[src/core/sync_params.svh]
/*
 * Constants of the multi-module sync controller: timing figures, reset
 * values, subsystem indexes and pin positions of the sampled inputs.
 * Assumes a 200 MHz core clock and a 48 MHz reference arriving on a pin.
 */
// Functional notes
// Input and output subsystems each pick sync mode
// Master drives trigger and clock onto link
// Slave uses link clock, link trigger starts
// None mode: ignore link, use 48 MHz reference
// Mode holds until rewritten or session ends
// Master/slave mix on one device flags error
// Output subsystem clock comes from input link
// Master and armed slaves start within one conversion
// Reference trigger starts post-trigger scan count everywhere
// Software arms slaves before starting master
// Aborting a waiting slave takes about 20 s
// No reference trigger: master stop leaves slaves running
// Inputs align with inputs, outputs with outputs
// Trigger launched and sampled on shared clock edge
`ifndef SYNC_PARAMS_SVH
`define SYNC_PARAMS_SVH

`define CLK_FREQ_MHZ 200
`define REF_FREQ_MHZ 48
`define STOP_WAIT_S 20
`define STOP_WAIT_CYCLES (64'd`STOP_WAIT_S * 64'd`CLK_FREQ_MHZ * 64'd1000000)
`define CONV_DIV_DEFAULT 48
`define POST_W 16
`define MODE_RESET 2'h0

`define SUB_AIN 0
`define SUB_AOUT 1

`define PIN_REF 0
`define PIN_AIN_CLK 1
`define PIN_AIN_TRIG 2
`define PIN_AOUT_TRIG 3
`define PIN_EXT_REF 4
`define PIN_COUNT 5

`endif

[src/core/sync_pkg.sv]
/*
 * Types shared by the sync controller modules: modes, sequencer states
 * and the sequencer state record.
 * Assumes sync_params.svh is on the include path.
 */
`include "sync_params.svh"

package sync_pkg;

   typedef enum logic [1:0] {
      MODE_NONE = 2'h0,
      MODE_MASTER = 2'h1,
      MODE_SLAVE = 2'h2
   } sync_mode_e;

   typedef enum logic [4:0] {
      ST_IDLE = 5'h01,
      ST_ARMED = 5'h02,
      ST_RUN = 5'h04,
      ST_POST = 5'h08,
      ST_STOP = 5'h10
   } seq_state_e;

   typedef struct packed {
      seq_state_e st;
      logic [31:0] wait_cnt;
      logic [`POST_W-1:0] post_cnt;
      logic pend;
      logic trig_q;
      logic run;
      logic sample;
      logic done;
      logic stop_ack;
      logic trig_out;
   } seq_s;

endpackage : sync_pkg

[src/core/link_sampler.sv]
/*
 * Two-stage synchroniser for a group of pins from outside the core clock.
 * Assumes each pin holds a level for at least two core clock periods.
 */
`timescale 1ns/1ps

module link_sampler #(
   parameter int W = 1
) (
   input wire logic clock_i,
   input wire logic srst_i,
   input wire logic ce_i,
   input wire logic [W-1:0] pins_i,
   output logic [W-1:0] sync_o
);

   typedef struct packed {
      logic [W-1:0] meta;
      logic [W-1:0] sync;
   } smp_s;

   smp_s s_ff;
   smp_s nxt_s;

   // First stage feeds only the second stage
   always_comb begin
      nxt_s = s_ff;
      nxt_s.meta = pins_i;
      nxt_s.sync = s_ff.meta;
   end

   // Frozen while the clock enable is low
   always_ff @(posedge clock_i) begin
      if (srst_i) begin
         s_ff <= '0;
      end else if (ce_i) begin
         s_ff <= nxt_s;
      end
   end

   assign sync_o = s_ff.sync;

endmodule : link_sampler

[src/core/subsys_seq.sv]
/*
 * Arm / start / run / post-trigger / stop sequencer of one converter
 * subsystem. Assumes tick_i is a one-cycle conversion strobe already chosen
 * for the mode, and link_trig_i is a synchronised link level.
 */
`timescale 1ns/1ps

module subsys_seq
   import sync_pkg::*;
#(
   parameter logic [31:0] STOP_WAIT = 32'(`STOP_WAIT_CYCLES)
) (
   input wire logic clock_i,
   input wire logic srst_i,
   input wire logic ce_i,
   input wire sync_mode_e mode_i,
   input wire logic arm_i,
   input wire logic start_i,
   input wire logic stop_i,
   input wire logic ref_en_i,
   input wire logic ref_trig_i,
   input wire logic [`POST_W-1:0] post_count_i,
   input wire logic tick_i,
   input wire logic link_trig_i,
   output logic run_o,
   output logic sample_o,
   output logic done_o,
   output logic stop_ack_o,
   output logic trig_out_o
);

   seq_s s_ff;
   seq_s nxt_s;
   logic slave;
   logic link_rise;
   logic link_fall;

   // Link trigger edges, seen only on the shared conversion edge
   assign slave = (mode_i == MODE_SLAVE);
   assign link_rise = tick_i && link_trig_i && !s_ff.trig_q;
   assign link_fall = tick_i && !link_trig_i && s_ff.trig_q;

   // Sequencer
   always_comb begin
      nxt_s = s_ff;
      nxt_s.sample = 1'b0;
      nxt_s.done = 1'b0;
      nxt_s.stop_ack = 1'b0;
      if (tick_i) begin
         nxt_s.trig_q = link_trig_i;
      end
      case (s_ff.st)
         ST_IDLE: begin
            nxt_s.pend = 1'b0;
            if (arm_i) begin
               nxt_s.st = ST_ARMED;
            end
         end
         ST_ARMED: begin
            if (stop_i && slave) begin
               nxt_s.st = ST_STOP;
               nxt_s.wait_cnt = STOP_WAIT - 32'h1;
            end else if (stop_i) begin
               nxt_s.st = ST_IDLE;
               nxt_s.stop_ack = 1'b1;
            end else if (slave) begin
               if (link_rise) begin
                  nxt_s.st = ST_RUN;
                  nxt_s.run = 1'b1;
               end
            end else begin
               if (start_i) begin
                  nxt_s.pend = 1'b1;
               end
               if ((start_i || s_ff.pend) && tick_i) begin
                  nxt_s.st = ST_RUN;
                  nxt_s.run = 1'b1;
                  nxt_s.trig_out = (mode_i == MODE_MASTER);
               end
            end
         end
         ST_RUN: begin
            nxt_s.sample = tick_i;
            if (stop_i) begin
               nxt_s.st = ST_IDLE;
               nxt_s.run = 1'b0;
               nxt_s.trig_out = 1'b0;
               nxt_s.stop_ack = 1'b1;
            end else if (ref_en_i && (slave ? link_fall : ref_trig_i)) begin
               nxt_s.st = ST_POST;
               nxt_s.post_cnt = post_count_i;
               nxt_s.trig_out = 1'b0;
            end
         end
         ST_POST: begin
            nxt_s.sample = tick_i;
            if (stop_i) begin
               nxt_s.st = ST_IDLE;
               nxt_s.run = 1'b0;
               nxt_s.stop_ack = 1'b1;
            end else if (tick_i) begin
               if (s_ff.post_cnt <= `POST_W'(1)) begin
                  nxt_s.st = ST_IDLE;
                  nxt_s.run = 1'b0;
                  nxt_s.done = 1'b1;
               end else begin
                  nxt_s.post_cnt = s_ff.post_cnt - `POST_W'(1);
               end
            end
         end
         ST_STOP: begin
            if (s_ff.wait_cnt == 32'h0) begin
               nxt_s.st = ST_IDLE;
               nxt_s.stop_ack = 1'b1;
            end else begin
               nxt_s.wait_cnt = s_ff.wait_cnt - 32'h1;
            end
         end
         default: begin
            nxt_s.st = ST_IDLE;
         end
      endcase
   end

   // State register, frozen while the clock enable is low
   always_ff @(posedge clock_i) begin
      if (srst_i) begin
         s_ff <= '{st: ST_IDLE, default: '0};
      end else if (ce_i) begin
         s_ff <= nxt_s;
      end
   end

   assign run_o = s_ff.run;
   assign sample_o = s_ff.sample;
   assign done_o = s_ff.done;
   assign stop_ack_o = s_ff.stop_ack;
   assign trig_out_o = s_ff.trig_out;

   // A waiting slave starts on the link edge and only on it
   property p_slave_start;
      @(posedge clock_i) disable iff (srst_i)
      ce_i && s_ff.st == ST_ARMED && slave && !stop_i && link_rise
      |=> s_ff.st == ST_RUN && s_ff.run;
   endproperty
   a_slave_start: assert property (p_slave_start)
      else $error("slave did not start on link trigger");

   property p_slave_ignores_local;
      @(posedge clock_i) disable iff (srst_i)
      ce_i && s_ff.st == ST_ARMED && slave && !link_rise
      |=> s_ff.st != ST_RUN;
   endproperty
   a_slave_ignores_local: assert property (p_slave_ignores_local)
      else $error("slave started without link trigger");

   // Abort of a waiting slave enters the long wait with no early answer
   property p_slow_abort;
      @(posedge clock_i) disable iff (srst_i)
      ce_i && s_ff.st == ST_ARMED && slave && stop_i
      |=> s_ff.st == ST_STOP && !s_ff.stop_ack;
   endproperty
   a_slow_abort: assert property (p_slow_abort)
      else $error("slave abort did not enter stop wait");

   property p_no_early_ack;
      @(posedge clock_i) disable iff (srst_i)
      s_ff.st == ST_STOP && s_ff.wait_cnt != 32'h0 |=> !s_ff.stop_ack;
   endproperty
   a_no_early_ack: assert property (p_no_early_ack)
      else $error("stop acknowledged before wait elapsed");

   // Slaves run on through a master stop unless a reference trigger is used
   property p_slave_keeps_running;
      @(posedge clock_i) disable iff (srst_i)
      ce_i && s_ff.st == ST_RUN && slave && !ref_en_i && !stop_i
      |=> s_ff.st == ST_RUN;
   endproperty
   a_slave_keeps_running: assert property (p_slave_keeps_running)
      else $error("slave left run without its own stop");

   property p_post_count;
      @(posedge clock_i) disable iff (srst_i)
      ce_i && s_ff.st == ST_POST && tick_i && !stop_i
      && s_ff.post_cnt > `POST_W'(1)
      |=> s_ff.post_cnt == $past(s_ff.post_cnt) - `POST_W'(1);
   endproperty
   a_post_count: assert property (p_post_count)
      else $error("post-trigger count did not step");

endmodule : subsys_seq

[src/core/multi_module_sync_controller.sv]
/*
 * Top of the multi-module sync controller: per-subsystem mode holding and
 * mix check, conversion timing from the local reference or the link, link
 * pin drive, and two subsystem sequencers (input and output side).
 * Assumes link and reference pins are asynchronous to clock_i, that
 * control strobes are one-cycle pulses on clock_i, and that the output
 * subsystem's link carries only a trigger; its clock is the input link's.
 */
`timescale 1ns/1ps

module multi_module_sync_controller
   import sync_pkg::*;
#(
   parameter int CONV_DIV = `CONV_DIV_DEFAULT,
   parameter logic [31:0] STOP_WAIT = 32'(`STOP_WAIT_CYCLES)
) (
   input wire logic clock_i,
   input wire logic srst_i,
   input wire logic ce_i,
   // Mode programming
   input wire sync_mode_e ain_mode_i,
   input wire sync_mode_e aout_mode_i,
   input wire logic mode_wr_i,
   input wire logic session_end_i,
   // Per subsystem control, bit 0 input side, bit 1 output side
   input wire logic [1:0] arm_i,
   input wire logic [1:0] start_i,
   input wire logic [1:0] stop_i,
   input wire logic [1:0] ref_en_i,
   input wire logic [`POST_W-1:0] ain_post_count_i,
   input wire logic [`POST_W-1:0] aout_post_count_i,
   // Local reference and reference trigger sources
   input wire logic ref_clk_i,
   input wire logic ext_ref_trig_i,
   input wire logic [1:0] thresh_det_i,
   // Input-side link connector
   input wire logic ain_link_clk_i,
   output logic ain_link_clk_o,
   output logic ain_link_clk_oe_o,
   input wire logic ain_link_trig_i,
   output logic ain_link_trig_o,
   output logic ain_link_trig_oe_o,
   // Output-side link connector
   input wire logic output_sync_connector_trig_i,
   output logic output_sync_connector_trig_o,
   output logic output_sync_connector_trig_oe_o,
   // Status
   output logic mode_err_o,
   output logic [1:0] run_o,
   output logic [1:0] sample_o,
   output logic [1:0] done_o,
   output logic [1:0] stop_ack_o
);

   localparam logic [7:0] DIV_LAST = 8'(CONV_DIV - 1);

   typedef struct packed {
      sync_mode_e ain_mode;
      sync_mode_e aout_mode;
      logic mode_err;
      logic [7:0] div_cnt;
      logic ref_q;
      logic ext_q;
      logic link_clk_q;
      logic link_clk_out;
      logic clk_oe;
      logic ain_trig_oe;
      logic aout_trig_oe;
   } top_s;

   top_s s_ff;
   top_s nxt_s;
   logic [`PIN_COUNT-1:0] pins;
   logic [`PIN_COUNT-1:0] pins_sync;
   logic ref_rise;
   logic ext_rise;
   logic link_clk_rise;
   logic local_tick;
   logic master_tick;
   logic any_master;
   logic new_mix;
   sync_mode_e mode [2];
   logic [1:0] tick;
   logic [1:0] link_trig;
   logic [1:0] ref_trig;
   logic [1:0] trig_out;
   logic [`POST_W-1:0] post_count [2];

   // All pins from outside the clock domain pass two flip-flops
   assign pins[`PIN_REF] = ref_clk_i;
   assign pins[`PIN_AIN_CLK] = ain_link_clk_i;
   assign pins[`PIN_AIN_TRIG] = ain_link_trig_i;
   assign pins[`PIN_AOUT_TRIG] = output_sync_connector_trig_i;
   assign pins[`PIN_EXT_REF] = ext_ref_trig_i;

   link_sampler #(
      .W(`PIN_COUNT)
   ) u_sampler (
      .clock_i(clock_i),
      .srst_i(srst_i),
      .ce_i(ce_i),
      .pins_i(pins),
      .sync_o(pins_sync)
   );

   // Edges of the synchronised pins, against a copy held in the state
   assign ref_rise = pins_sync[`PIN_REF] && !s_ff.ref_q;
   assign ext_rise = pins_sync[`PIN_EXT_REF] && !s_ff.ext_q;
   assign link_clk_rise = pins_sync[`PIN_AIN_CLK] && !s_ff.link_clk_q;

   // Local conversion tick derived from the 48 MHz reference
   assign local_tick = ref_rise && (s_ff.div_cnt == DIV_LAST);
   // A master converts on the rising edge of the clock it drives out
   assign master_tick = local_tick && !s_ff.link_clk_out;
   assign any_master = (s_ff.ain_mode == MODE_MASTER)
                       || (s_ff.aout_mode == MODE_MASTER);
   assign new_mix = ((ain_mode_i == MODE_MASTER)
                     && (aout_mode_i == MODE_SLAVE))
                    || ((ain_mode_i == MODE_SLAVE)
                        && (aout_mode_i == MODE_MASTER));

   // Mode holding, error flag, divider and link pin drive
   always_comb begin
      nxt_s = s_ff;
      nxt_s.ref_q = pins_sync[`PIN_REF];
      nxt_s.ext_q = pins_sync[`PIN_EXT_REF];
      nxt_s.link_clk_q = pins_sync[`PIN_AIN_CLK];
      if (session_end_i) begin
         nxt_s.ain_mode = MODE_NONE;
         nxt_s.aout_mode = MODE_NONE;
         nxt_s.mode_err = 1'b0;
      end else if (mode_wr_i) begin
         if (new_mix) begin
            nxt_s.mode_err = 1'b1;
         end else begin
            nxt_s.ain_mode = ain_mode_i;
            nxt_s.aout_mode = aout_mode_i;
            nxt_s.mode_err = 1'b0;
         end
      end
      if (ref_rise) begin
         if (s_ff.div_cnt == DIV_LAST) begin
            nxt_s.div_cnt = 8'h00;
         end else begin
            nxt_s.div_cnt = s_ff.div_cnt + 8'h01;
         end
      end
      if (local_tick && any_master) begin
         nxt_s.link_clk_out = !s_ff.link_clk_out;
      end else if (!any_master) begin
         nxt_s.link_clk_out = 1'b0;
      end
      // Either master subsystem drives the shared clock
      nxt_s.clk_oe = (nxt_s.ain_mode == MODE_MASTER)
                     || (nxt_s.aout_mode == MODE_MASTER);
      nxt_s.ain_trig_oe = (nxt_s.ain_mode == MODE_MASTER);
      nxt_s.aout_trig_oe = (nxt_s.aout_mode == MODE_MASTER);
   end

   // State register, frozen while the clock enable is low
   always_ff @(posedge clock_i) begin
      if (srst_i) begin
         s_ff <= '{ain_mode: MODE_NONE, aout_mode: MODE_NONE, default: '0};
      end else if (ce_i) begin
         s_ff <= nxt_s;
      end
   end

   // Per subsystem wiring; each side listens only to its own trigger line
   assign mode[`SUB_AIN] = s_ff.ain_mode;
   assign mode[`SUB_AOUT] = s_ff.aout_mode;
   assign link_trig[`SUB_AIN] = pins_sync[`PIN_AIN_TRIG];
   assign link_trig[`SUB_AOUT] = pins_sync[`PIN_AOUT_TRIG];
   assign post_count[`SUB_AIN] = ain_post_count_i;
   assign post_count[`SUB_AOUT] = aout_post_count_i;

   // Two sequencers; both slaves take their clock from the input link
   for (genvar i = 0; i < 2; i++) begin : g_sub
      always_comb begin
         if (mode[i] == MODE_SLAVE) begin
            tick[i] = link_clk_rise;
         end else if (mode[i] == MODE_MASTER) begin
            tick[i] = master_tick;
         end else begin
            tick[i] = local_tick;
         end
      end

      // Master reference trigger: external pin edge or threshold hit
      assign ref_trig[i] = ext_rise || thresh_det_i[i];

      subsys_seq #(
         .STOP_WAIT(STOP_WAIT)
      ) u_seq (
         .clock_i(clock_i),
         .srst_i(srst_i),
         .ce_i(ce_i),
         .mode_i(mode[i]),
         .arm_i(arm_i[i]),
         .start_i(start_i[i]),
         .stop_i(stop_i[i]),
         .ref_en_i(ref_en_i[i]),
         .ref_trig_i(ref_trig[i]),
         .post_count_i(post_count[i]),
         .tick_i(tick[i]),
         .link_trig_i(link_trig[i]),
         .run_o(run_o[i]),
         .sample_o(sample_o[i]),
         .done_o(done_o[i]),
         .stop_ack_o(stop_ack_o[i]),
         .trig_out_o(trig_out[i])
      );
   end

   // Link pins come straight from flip-flops
   assign ain_link_clk_o = s_ff.link_clk_out;
   assign ain_link_clk_oe_o = s_ff.clk_oe;
   assign ain_link_trig_o = trig_out[`SUB_AIN];
   assign ain_link_trig_oe_o = s_ff.ain_trig_oe;
   assign output_sync_connector_trig_o = trig_out[`SUB_AOUT];
   assign output_sync_connector_trig_oe_o = s_ff.aout_trig_oe;
   assign mode_err_o = s_ff.mode_err;

   // A mixed write is refused and flagged, the old modes stay
   property p_mix_refused;
      @(posedge clock_i) disable iff (srst_i)
      ce_i && mode_wr_i && !session_end_i && new_mix
      |=> mode_err_o && $stable(s_ff.ain_mode) && $stable(s_ff.aout_mode);
   endproperty
   a_mix_refused: assert property (p_mix_refused)
      else $error("master/slave mix not refused");

   property p_modes_independent;
      @(posedge clock_i) disable iff (srst_i)
      ce_i && mode_wr_i && !session_end_i && !new_mix
      |=> s_ff.ain_mode == $past(ain_mode_i)
          && s_ff.aout_mode == $past(aout_mode_i) && !mode_err_o;
   endproperty
   a_modes_independent: assert property (p_modes_independent)
      else $error("mode write not applied");

   property p_mode_holds;
      @(posedge clock_i) disable iff (srst_i)
      !mode_wr_i && !session_end_i
      |=> $stable(s_ff.ain_mode) && $stable(s_ff.aout_mode);
   endproperty
   a_mode_holds: assert property (p_mode_holds)
      else $error("mode changed without a write");

   property p_session_end;
      @(posedge clock_i) disable iff (srst_i)
      ce_i && session_end_i
      |=> s_ff.ain_mode == MODE_NONE && s_ff.aout_mode == MODE_NONE;
   endproperty
   a_session_end: assert property (p_session_end)
      else $error("session end did not restore none mode");

   // Outside master mode nothing drives the link
   property p_none_quiet;
      @(posedge clock_i) disable iff (srst_i)
      ce_i && !mode_wr_i && !any_master
      |=> !ain_link_clk_oe_o && !ain_link_trig_oe_o
          && !output_sync_connector_trig_oe_o;
   endproperty
   a_none_quiet: assert property (p_none_quiet)
      else $error("link driven outside master mode");

   property p_master_drives;
      @(posedge clock_i) disable iff (srst_i)
      ce_i && !mode_wr_i && !session_end_i && s_ff.ain_mode == MODE_MASTER
      |=> ain_link_clk_oe_o && ain_link_trig_oe_o;
   endproperty
   a_master_drives: assert property (p_master_drives)
      else $error("input master not driving link");

   // Master clock edge on the link marks the master's own conversion
   property p_master_tick_edge;
      @(posedge clock_i) disable iff (srst_i)
      ce_i && master_tick && any_master |=> ain_link_clk_o;
   endproperty
   a_master_tick_edge: assert property (p_master_tick_edge)
      else $error("master tick not on rising link clock");

   property p_out_slave_clock;
      @(posedge clock_i) disable iff (srst_i)
      ce_i && s_ff.aout_mode == MODE_SLAVE && !link_clk_rise
      |=> !sample_o[`SUB_AOUT];
   endproperty
   a_out_slave_clock: assert property (p_out_slave_clock)
      else $error("output slave not timed from input link clock");

endmodule : multi_module_sync_controller

[config.mk]
export PLATFORM = sky130hd
export DESIGN_NAME = multi_module_sync_controller
export DESIGN_NICKNAME = d
export VERILOG_FILES = /design/src/core/sync_pkg.sv /design/src/core/link_sampler.sv /design/src/core/subsys_seq.sv /design/src/core/multi_module_sync_controller.sv
export VERILOG_INCLUDE_DIRS = /design/src /design/src/core
export SDC_FILE = /design/constraint.sdc
export NUM_CORES = 1
export LEC_CHECK = 0
export BUFFER_PORTS_ARGS = -buffer_cell sky130_fd_sc_hd__buf_2
export CAP_MARGIN = 20
export CORE_ASPECT_RATIO = 0.9
export CORE_MARGIN = 4
export CORE_UTILIZATION = 52
export DETAILED_ROUTE_END_ITERATION = 16
export GPL_TIMING_DRIVEN = 0
export HOLD_SLACK_MARGIN = 0.1
export PLACE_DENSITY_LB_ADDON = 0.08
export SLEW_MARGIN = 20
export SYNTH_ARGS = -nofsm -noshare
export SYNTH_HDL_FRONTEND = slang
export SYNTH_SLANG_ARGS = --single-unit
[constraint.sdc]
create_clock -name clock_i -period 5.2 [get_ports clock_i]
set_input_delay 1.04 -clock clock_i [delete_from_list [all_inputs] [get_ports clock_i]]
set_output_delay 1.04 -clock clock_i [all_outputs]
set_load 0.03 [all_outputs]
==> impl_metrics.tcl, run 1 <==
set metrics [dict create \
    syn_nets 1081 \
    ys_types 71 \
    multi_input_area_mm2 0.004808 \
    worst_slew_pin_slew_ns 1.091 \
    regArea_mm2 0.003003 \
    avgSynthCellArea_um2 8.032 \
    postCtsSetupBuffers 0 \
    antenna_cells 0 \
    first_global_vias 7445 \
    io_pins 71 \
    crit_type "input pin to register" \
    p_leak_nw 3.545 \
    synth_cells 1016 \
    hold_depth 2 \
    cp_common_cell "clkbuf_1" \
    final.min_clock_period_ns 3.640 \
    dieArea_mm2 0.01776 \
    drv_slew 0 \
    post_cts_resized 0 \
    synth-async-reset-ratio 0 \
    cts_sinks 150 \
    required_ns 5.47 \
    dr_total_vias 8185 \
    path_cells "buf_2 > clkbuf_1 > clkinv_1 > nor4_1 > o21ai_1 > clkbuf_1 > o31ai_1 > a31oi_1" \
    irDropWorstVdd_mv 0.2741 \
    core_area_mm2 0.01539 \
    num-nets-final 1170 \
    crit_path_start_kind "input pin" \
    reg2reg_from "g_sub[0].u_seq.s_ff[31]" \
    slowest_stage "nor4_1" \
    r2r_setup_slack_ns 1.78 \
    cpPeakStageDelay_ns 0.64 \
    syn-cell-area_mm2 0.008160 \
    start_util 0.5303 \
    drt-initial-drc-count 730 \
    drc_errors 0 \
    routabilityCongestion 0.9485 \
    cts_buffer_depth 2 \
    clk_pin_slew_ns 0.06 \
    cts_tree "done" \
    cts_made_buffers 17 \
    n_fill_cell 1427 \
    dp_slack_ns 1.208 \
    hold_path_class "register to register" \
    num_rows 43 \
    antenna_found_initial 0 \
    port_buffers 70 \
    yosys_most_used_dff "dfxtp_1" \
    synth_edf_count 0 \
    yosys_warnings 0 \
    path_buf_inv 4 \
    h-tree-depth 4 \
    outcome "complete, no violations" \
    hold_violations 0 \
    hold_buffers 0 \
    dr.pass1.iters 5 \
    synth_seq_cells 150 \
    ant_nets 0 \
    grt_use_total 0.2688 \
    root_buffer "clkbuf_16" \
    synth_area_leaders "dfxtp_1 37%, nor2_1 4.9%, a21oi_1 4.8%" \
    cp_top_family "buffers and inverters" \
    setup_viol 0 \
    max_cap_viol_count 0 \
    viasPerCell 6.210 \
    grt.overflow.total 0 \
    hold_end "g_sub[0].u_seq.sample_o" \
    grt_pass1_wl_um 38850 \
    worstPathArrival_ns 3.91 \
    yosysTopAreaCell "dfxtp_1" \
    areaGrowthSynthToFinish_pct 13.85 \
    die_w_um 140.0 \
    drive_above_1_share 0.1120 \
    worstSetupEndpointType "register" \
    min-delay-start "g_sub[0].u_seq.sample_o" \
    slew_headroom 0.2662 \
    tns_ns 0 \
    rsz0062_at_grt "false" \
    period_share 0.7000 \
    clk_latency_ns 0.42 \
    synth_top_area_share 0.3680 \
    fin_worst_skew_ns 0.008246 \
    r2r-end "g_sub[0].u_seq.s_ff[50]" \
    ys_seq_area_frac 0.3680 \
    avgRoutedWirePerCell_um 18.20 \
    max_freq_ghz 0.2747 \
    grt_max_degree 17 \
    timing.final.ws_setup_ns 1.560 \
    die-height_um 126.8 \
    crit_path_max_fanout 10 \
    p_per_area_mw_per_mm2 272.1 \
    r2r_cells 7 \
    dp_hpwl_um 16640 \
    routed_wl_um 23980 \
]
-- cell families (layout without fill, tap and decap cells) --
family | after synthesis | count (layout) | synth area share
flops | 150 | 150 | 0.3680
buf+inv | 82 | 182 | 0.04278
fa+ha+maj | 9 | 9 | 0.01380
compound gates | 302 | 302 | 0.2375
simple gates | 417 | 417 | 0.2746
xor+xnor | 37 | 37 | 0.03971
mux | 19 | 19 | 0.02361
-- through the flow --
step,hold slack [ns],utilization,instance area (um2),total power [W],cells
2_1_floorplan,0.4414,-,8160,0.001321,1016
3_3_place_gp,0.4535,0.5695,8763,0.001397,1288
3_5_place_dp,0.4589,0.5695,8763,0.001399,1288
4_1_cts,0.4681,0.6038,9290,0.002539,1318
5_1_grt,0.4930,0.6038,9290,0.002608,1318
6_report,0.4630,0.6038,9290,0.002528,1318
-- final cells by class --
class                           count  area share
Inverter                           19    0.007677
Buffer                             63     0.02990
Tap cell                          202     0.02721
Clock inverter                      4    0.005118
Clock buffer                       26     0.05158
Multi-Input combinational cell    784      0.5176
Timing Repair Buffer               70     0.03771
Sequential cell                   150      0.3232
-- Yosys cell counts (8+ instances only) --
master and count:
o21ai_0 62, nand2b_1 13, or3_1 32, inv_1 18, nor3_1 33, nand2_1 55
nor2_1 106, or4_1 19, or2_2 9, o21ai_1 12, and3_1 8, a311oi_1 10
nor4_1 25, xor2_1 12, clkbuf_1 45, nand4_1 14, nor2b_1 11, nand3_1 43
xnor2_1 25, dfxtp_1 150, buf_4 8, a211oi_1 14, ha_1 9, mux2i_1 17
o31ai_1 28, a31oi_1 32, a21oi_1 79, nand3b_1 11
-- report_power, final --
| part | switching, W | total [W] | internal [W] |
|---|---|---|---|
| registers | 0.0000154 | 0.00118 | 0.00116 |
| logic | 0.000129 | 0.000199 | 0.0000697 |
| clock network | 0.000473 | 0.00115 | 0.000677 |
-- routing by layer --
layer  GRT usage  share of wire
met1      0.3905           0.47
met2      0.3986           0.43
met3     0.06747          0.084
met4     0.07123          0.019
met5           0              0
-- sequential cells by signal (all words and copies together) (netlist names) --
name                             count
g_sub.u_seq.s_ff                   110
s_ff                                11
u_sampler.nxt_s                      5
u_sampler.sync_o                     5
mode                                 4
g_sub.u_seq.done_o                   2
g_sub.u_seq.run_o                    2
g_sub.u_seq.sample_o                 2
g_sub.u_seq.stop_ack_o               2
g_sub.u_seq.trig_out_o               2
ain_link_clk_o                       1
ain_link_clk_oe_o                    1
ain_link_trig_oe_o                   1
mode_err_o                           1
output_sync_connector_trig_oe_o      1
-- cell usage in the layout (no fill, tap or decap), types with 32 or more instances in the layout --
master	netlist	layout
a21oi_1	79	79
buf_2	3	73
a31oi_1	32	32
nand2_1	55	55
dfxtp_1	150	150
nor3_1	33	33
nand3_1	43	43
o21ai_0	62	62
or3_1	32	32
nor2_1	106	106
clkbuf_1	45	52
-- worst reg2reg max path: stages, from the launching register on --
cell	delay, ns
dfxtp_1	0.35
nor4_1	0.57
nand4_1	0.50
o31a_1	0.54
o21ai_1	0.54
clkbuf_1	0.48
o21ai_0	0.17
a31oi_1	0.19
-- how the worst max path moves through the flow --
stage	startpoint	end	slack (ns)	depth (start not counted)
6_report	ce_i	g_sub[0].u_seq.s_ff[40]	1.56	8
5_1_grt	ce_i	g_sub[0].u_seq.s_ff[40]	1.32	8
4_1_cts	ce_i	g_sub[0].u_seq.s_ff[40]	1.60	8
3_5_place_dp	ce_i	g_sub[0].u_seq.s_ff[40]	1.21	8
3_3_place_gp	ce_i	g_sub[0].u_seq.s_ff[40]	1.24	8
2_1_floorplan	ce_i	g_sub[0].u_seq.s_ff[40]	2.33	6
Note: power is estimated with default switching activity, not from simulation.
==> run 2, diff against run 1 <==
clock period = 3.4 ns   (was 5.2 ns; I/O delays follow)
==> run 2 against run 1 <==
Die area did not move. Cell area rose by 0.30%. Utilization rose by 0.18 points. First-iteration DRC count rose by 1.2%. Non-clock buffer count did not move. Sequential power rose by 53%. Combinational power rose by 53%. Via count rose by 0.28%. Clock skew rose by 0.0013 ns. Clock power rose by 53%. Worst hold slack barely moved. Sequential cell count did not move. Critical endpoint is now g_sub[1].u_seq.s_ff[52]. Largest power group unchanged.
==> impl_metrics.tcl, run 2 (same netlist as run 1, synthesis figures left out) <==
set metrics [dict create \
    outcome "complete, no violations" \
    min-delay-start "g_sub[0].u_seq.sample_o" \
    regMostFlops "g_sub.u_seq.s_ff" \
    cts_sinks 150 \
    drv_slew 0 \
    irDropWorstVdd_mv 0.4185 \
    die-height_um 126.8 \
    viasPerCell 6.228 \
    crit_path_start_kind "register" \
    rsz0062_at_grt "false" \
    dp_slack_ns -0.2324 \
    path_cells "buf_2 > or4b_1 > nor3_1 > o21ai_1 > or4_1 > buf_2 > or3_1 > a31oi_1" \
    slowest_stage "or4_1" \
    dieArea_mm2 0.01776 \
    multi_input_area_mm2 0.004836 \
    dp_hpwl_um 16640 \
    start_util 0.5303 \
    antenna_cells 0 \
    cts_buffer_depth 2 \
    period_share 0.9412 \
    crit_type "register to register" \
    p_leak_nw 3.577 \
    wl_met2_um 10310 \
    crit_path_max_fanout 10 \
    cts_tree "done" \
    clk_latency_ns 0.42 \
    fin_worst_skew_ns 0.009533 \
    antenna_found_initial 0 \
    die_w_um 140.0 \
    routed_wl_um 24170 \
    setup_viol 0 \
    drive_above_1_share 0.1147 \
    cp-startpoint "g_sub[1].u_seq.s_ff[57]" \
    io_pins 71 \
    final.min_clock_period_ns 3.200 \
    final_common_cell "dfxtp_1" \
    hold_violations 0 \
    cts_made_buffers 17 \
    root_buffer "clkbuf_16" \
    grt_max_degree 17 \
    p_per_area_mw_per_mm2 415.2 \
    routabilityCongestion 0.9485 \
    path_buf_inv 2 \
    worstPathArrival_ns 3.54 \
    num-nets-final 1170 \
    fin_cells 1318 \
    first_global_vias 7445 \
    h-tree-depth 4 \
    max_freq_ghz 0.3125 \
    reg2reg_from "g_sub[1].u_seq.s_ff[57]" \
    avgRoutedWirePerCell_um 18.34 \
    worstSetupEndpointType "register" \
    top_regs "g_sub.u_seq.s_ff x110, s_ff x11" \
    worst_slew_pin_slew_ns 1.096 \
    areaGrowthSynthToFinish_pct 14.18 \
    cp_top_family "simple AND/OR/NAND/NOR gates" \
    wl_met3_um 2048 \
    fin_area_mm2 0.009318 \
    max_cap_viol_count 0 \
    cpPeakStageDelay_ns 0.72 \
    largest_reg_flops 110 \
    port_buffers 70 \
    grt.overflow.total 0 \
    drt-initial-drc-count 739 \
    postCtsSetupBuffers 0 \
    hold_buffers 0 \
    n_fill_cell 1423 \
    top_layer "met4" \
    final_cell_mix "150 x dfxtp_1, 106 x nor2_1, 79 x a21oi_1" \
    regArea_mm2 0.003003 \
    postPlaceCellArea_mm2 0.008763 \
    dr_total_vias 8208 \
    cp_common_cell "buf_2" \
    hold_path_class "register to register" \
    dp_cells 1288 \
    wl_met1_um 11360 \
    dr.pass1.iters 5 \
    drc_errors 0 \
    num_rows 43 \
    grt_use_total 0.2688 \
    required_ns 3.74 \
    core_area_mm2 0.01539 \
    grt_pass1_wl_um 38850 \
    slew_headroom 0.2624 \
    final_util 0.6055 \
    ant_nets 0 \
    clk_pin_slew_ns 0.06 \
    timing.final.ws_setup_ns 0.2000 \
]
run 2: cell types whose count changed in the layout (fill, tap and decap cells not counted):
cell,before,now
nor4_1,25,23
o41ai_2,1,0
o21ai_2,0,1
o41ai_4,0,1
o21ai_1,12,11
nor4_2,0,2
run 2: where the power goes:
part           internal (W)  total [W]  switching [W]
sequential          0.00178    0.00180      0.0000238
combinational      0.000107   0.000305       0.000198
clock               0.00104    0.00176       0.000724
total               0.00292    0.00387       0.000946
run 2: routing by layer:
| metal | GRT usage | up-vias |
|---|---|---|
| li1 | - | 4014 |
| met1 | 0.3905 | 3808 |
| met2 | 0.3986 | 350 |
| met3 | 0.06747 | 36 |
| met4 | 0.07123 | 0 |
| met5 | 0 | - |
run 2: timing repair:
action / in CTS / in global routing
resized for setup: 0 / 4
endpoints found under the hold margin: 0 / 0
setup endpoints to repair: 0 / 11
run 2: final cells by class:
class / instances / area share
Buffer: 63 / 0.02981
Clock buffer: 26 / 0.05143
Clock inverter: 4 / 0.005103
Inverter: 19 / 0.007654
Multi-Input combinational cell: 784 / 0.5190
Sequential cell: 150 / 0.3223
Tap cell: 202 / 0.02712
Timing Repair Buffer: 70 / 0.03760
run 2: path summary, 6_finish.rpt:
path         cells past startpoint  slack (ns)                      end
min                              2        0.46  g_sub[0].u_seq.sample_o
max reg2reg                      8        0.20  g_sub[1].u_seq.s_ff[52]
max                              8        0.20  g_sub[1].u_seq.s_ff[52]
min reg2reg                      2        0.46  g_sub[0].u_seq.sample_o
run 2: worst min-delay path, stage by stage, from the launching register on:
cell and delay (ns):
dfxtp_1 0.30, nand2_1 0.06, a21oi_1 0.05
run 2: through the flow:
step / total power (W) / hold slack, ns / setup TNS, ns
finish: 0.003869 / 0.4630 / 0
detailed placement: 0.002139 / 0.4589 / -1.529
global route: 0.003990 / 0.4930 / 0
global placement: 0.002137 / 0.4535 / -1.371
floorplan: 0.002021 / 0.4414 / 0
CTS: 0.003883 / 0.4681 / 0
==> run 3, diff against run 2 <==
REMOVE_ABC_BUFFERS = 1   (was unset)
==> run 3 against run 2 <==
Global-route usage decreased by 3.7 points. Sequential cell count unchanged. Cell count decreased by 4.2%. Cell area is 1.4% lower. Combinational power fell by 10%. Critical path depth down 2. Utilization down 0.83 points. Maximum frequency increased by 1.2%. Largest cell class unchanged. Clock power increased by 7%. Total power increased by 2.6%. Die area unchanged.
==> impl_metrics.tcl, run 3 (same netlist as run 1, synthesis figures left out) <==
set metrics [dict create \
    p_per_area_mw_per_mm2 431.8 \
    regArea_mm2 0.003003 \
    drive_above_1_share 0.1254 \
    slew_headroom 0.3902 \
    final.min_clock_period_ns 3.163 \
    first_global_vias 7048 \
    avgRoutedWirePerCell_um 16.38 \
    cp_top_family "simple AND/OR/NAND/NOR gates" \
    fin_cells 1263 \
    regMostFlops "g_sub.u_seq.s_ff" \
    final_common_cell "dfxtp_1" \
    top_regs "g_sub.u_seq.s_ff x110, s_ff x11" \
    cts_buffer_depth 2 \
    num-nets-final 1113 \
    drc_errors 0 \
    antenna_cells 0 \
    root_buffer "clkbuf_16" \
    irDropWorstVdd_mv 0.3858 \
    worstSetupEndpointType "register" \
    outcome "complete, no violations" \
    drv_slew 0 \
    dp_hpwl_um 13690 \
    grt_use_total 0.2319 \
    cpPeakStageDelay_ns 0.63 \
    p_total_w 0.003968 \
    n_fill_cell 1454 \
    hold_path_class "register to register" \
    r2r_setup_slack_ns 0.32 \
    dr.pass1.iters 7 \
    required_ns 3.75 \
    crit_path_start_kind "input pin" \
    crit_type "input pin to register" \
    fin_worst_skew_ns 0.01081 \
    die_w_um 140.0 \
    areaGrowthSynthToFinish_pct 12.62 \
    hold_violations 0 \
    num_rows 43 \
    dieArea_mm2 0.01776 \
    port_buffers 70 \
    routed_wl_um 20690 \
    dp_cells 1229 \
    antenna_found_initial 0 \
    clk_latency_ns 0.43 \
    largest_reg_flops 110 \
    setup_viol 0 \
    h-tree-depth 4 \
    cts_sinks 150 \
    path_cells "buf_4 > clkinv_2 > nor4_1 > o21ai_2 > or4_1 > a31oi_1" \
    cts_tree "done" \
    rsz0062_at_grt "false" \
    routabilityCongestion 0.7944 \
    ant_nets 0 \
    io_pins 71 \
    viasPerCell 6.145 \
    start_util 0.5303 \
    max_cap_viol_count 0 \
    grt_max_degree 75 \
    final_util 0.5973 \
    multi_input_area_mm2 0.004837 \
    core_area_mm2 0.01539 \
    final_cell_mix "150 x dfxtp_1, 106 x nor2_1, 79 x a21oi_1" \
    cts_made_buffers 17 \
    drt-initial-drc-count 693 \
    die-height_um 126.8 \
    grt_pass1_wl_um 34560 \
    p_leak_nw 3.527 \
    dr_total_vias 7761 \
    slowest_stage "nor4_1" \
    max_freq_ghz 0.3161 \
    crit_path_max_fanout 65 \
    period_share 0.9304 \
    worstPathArrival_ns 3.51 \
    worst_slew_pin_slew_ns 0.9078 \
    clk_pin_slew_ns 0.06 \
    path_buf_inv 2 \
    grt.overflow.total 0 \
]
-- run 3: cell count changes in the layout (fill, tap and decap cells not counted), sizes merged --
| cell | change |
|---|---|
| clkbuf | -53 |
| buf | -12 |
| clkinv | +6 |
| clkinvlp | +2 |
| bufinv | +1 |
| inv | +1 |
-- run 3: metrics by stage --
| stage | TNS [ns] | instance area [um2] | setup WS, ns | hold WS (ns) |
|---|---|---|---|---|
| after global routing | 0 | 9190 | 0.03020 | 0.4814 |
| after global placement | -67.75 | 8486 | -1.346 | 0.4477 |
| after floorplan | 0 | 7883 | 0.5126 | 0.4364 |
| after CTS | 0 | 9161 | 0.06504 | 0.4676 |
| final | 0 | 9190 | 0.2367 | 0.4655 |
| after detailed placement | -7.079 | 8567 | -0.7377 | 0.4581 |
-- run 3: worst paths after layout --
check,from,to,cells after the start
worst max-delay path,ce_i,g_sub[0].u_seq.s_ff[42],6
worst min-delay path,g_sub[0].u_seq.sample_o,g_sub[0].u_seq.sample_o,2
worst max register to register,s_ff[11],g_sub[0].u_seq.s_ff[19],6
worst min register to register,g_sub[0].u_seq.sample_o,g_sub[0].u_seq.sample_o,2
-- run 3: worst min-delay path, cell delays in order, from the launching register on --
cell,delay (ns)
dfxtp_1,0.30
nand2_1,0.06
a21oi_1,0.05
-- run 3: metal layers --
metal / routed length (um) / vias up / track usage
li1: - / 3890 / -
met1: 10280 / 3626 / 0.3340
met2: 8975 / 219 / 0.3499
met3: 1249 / 26 / 0.06332
met4: 187 / 0 / 0.04900
met5: 0 / - / 0
-- run 3: report_power, final --
part | leakage [nW] | internal, W | switching, W
Clock | 0.282 | 0.00110 | 0.000787
Combinational | 2.03 | 0.000103 | 0.000172
Sequential | 1.21 | 0.00178 | 0.0000230
-- run 3: area by class of cell --
type	count	area share
repair buffers	76	0.04697
flip-flops and latches	150	0.3268
clock inverters	14	0.01675
clock buffers	18	0.04779
multi-input cells	784	0.5263
inverters	19	0.007897
well taps	202	0.02750
-- run 3: repair_timing --
item	in CTS	in global routing
resized for setup	1	1
endpoints found under the setup margin	9	9
pin swaps	0	1
setup buffers	0	2
hold buffers	0	0
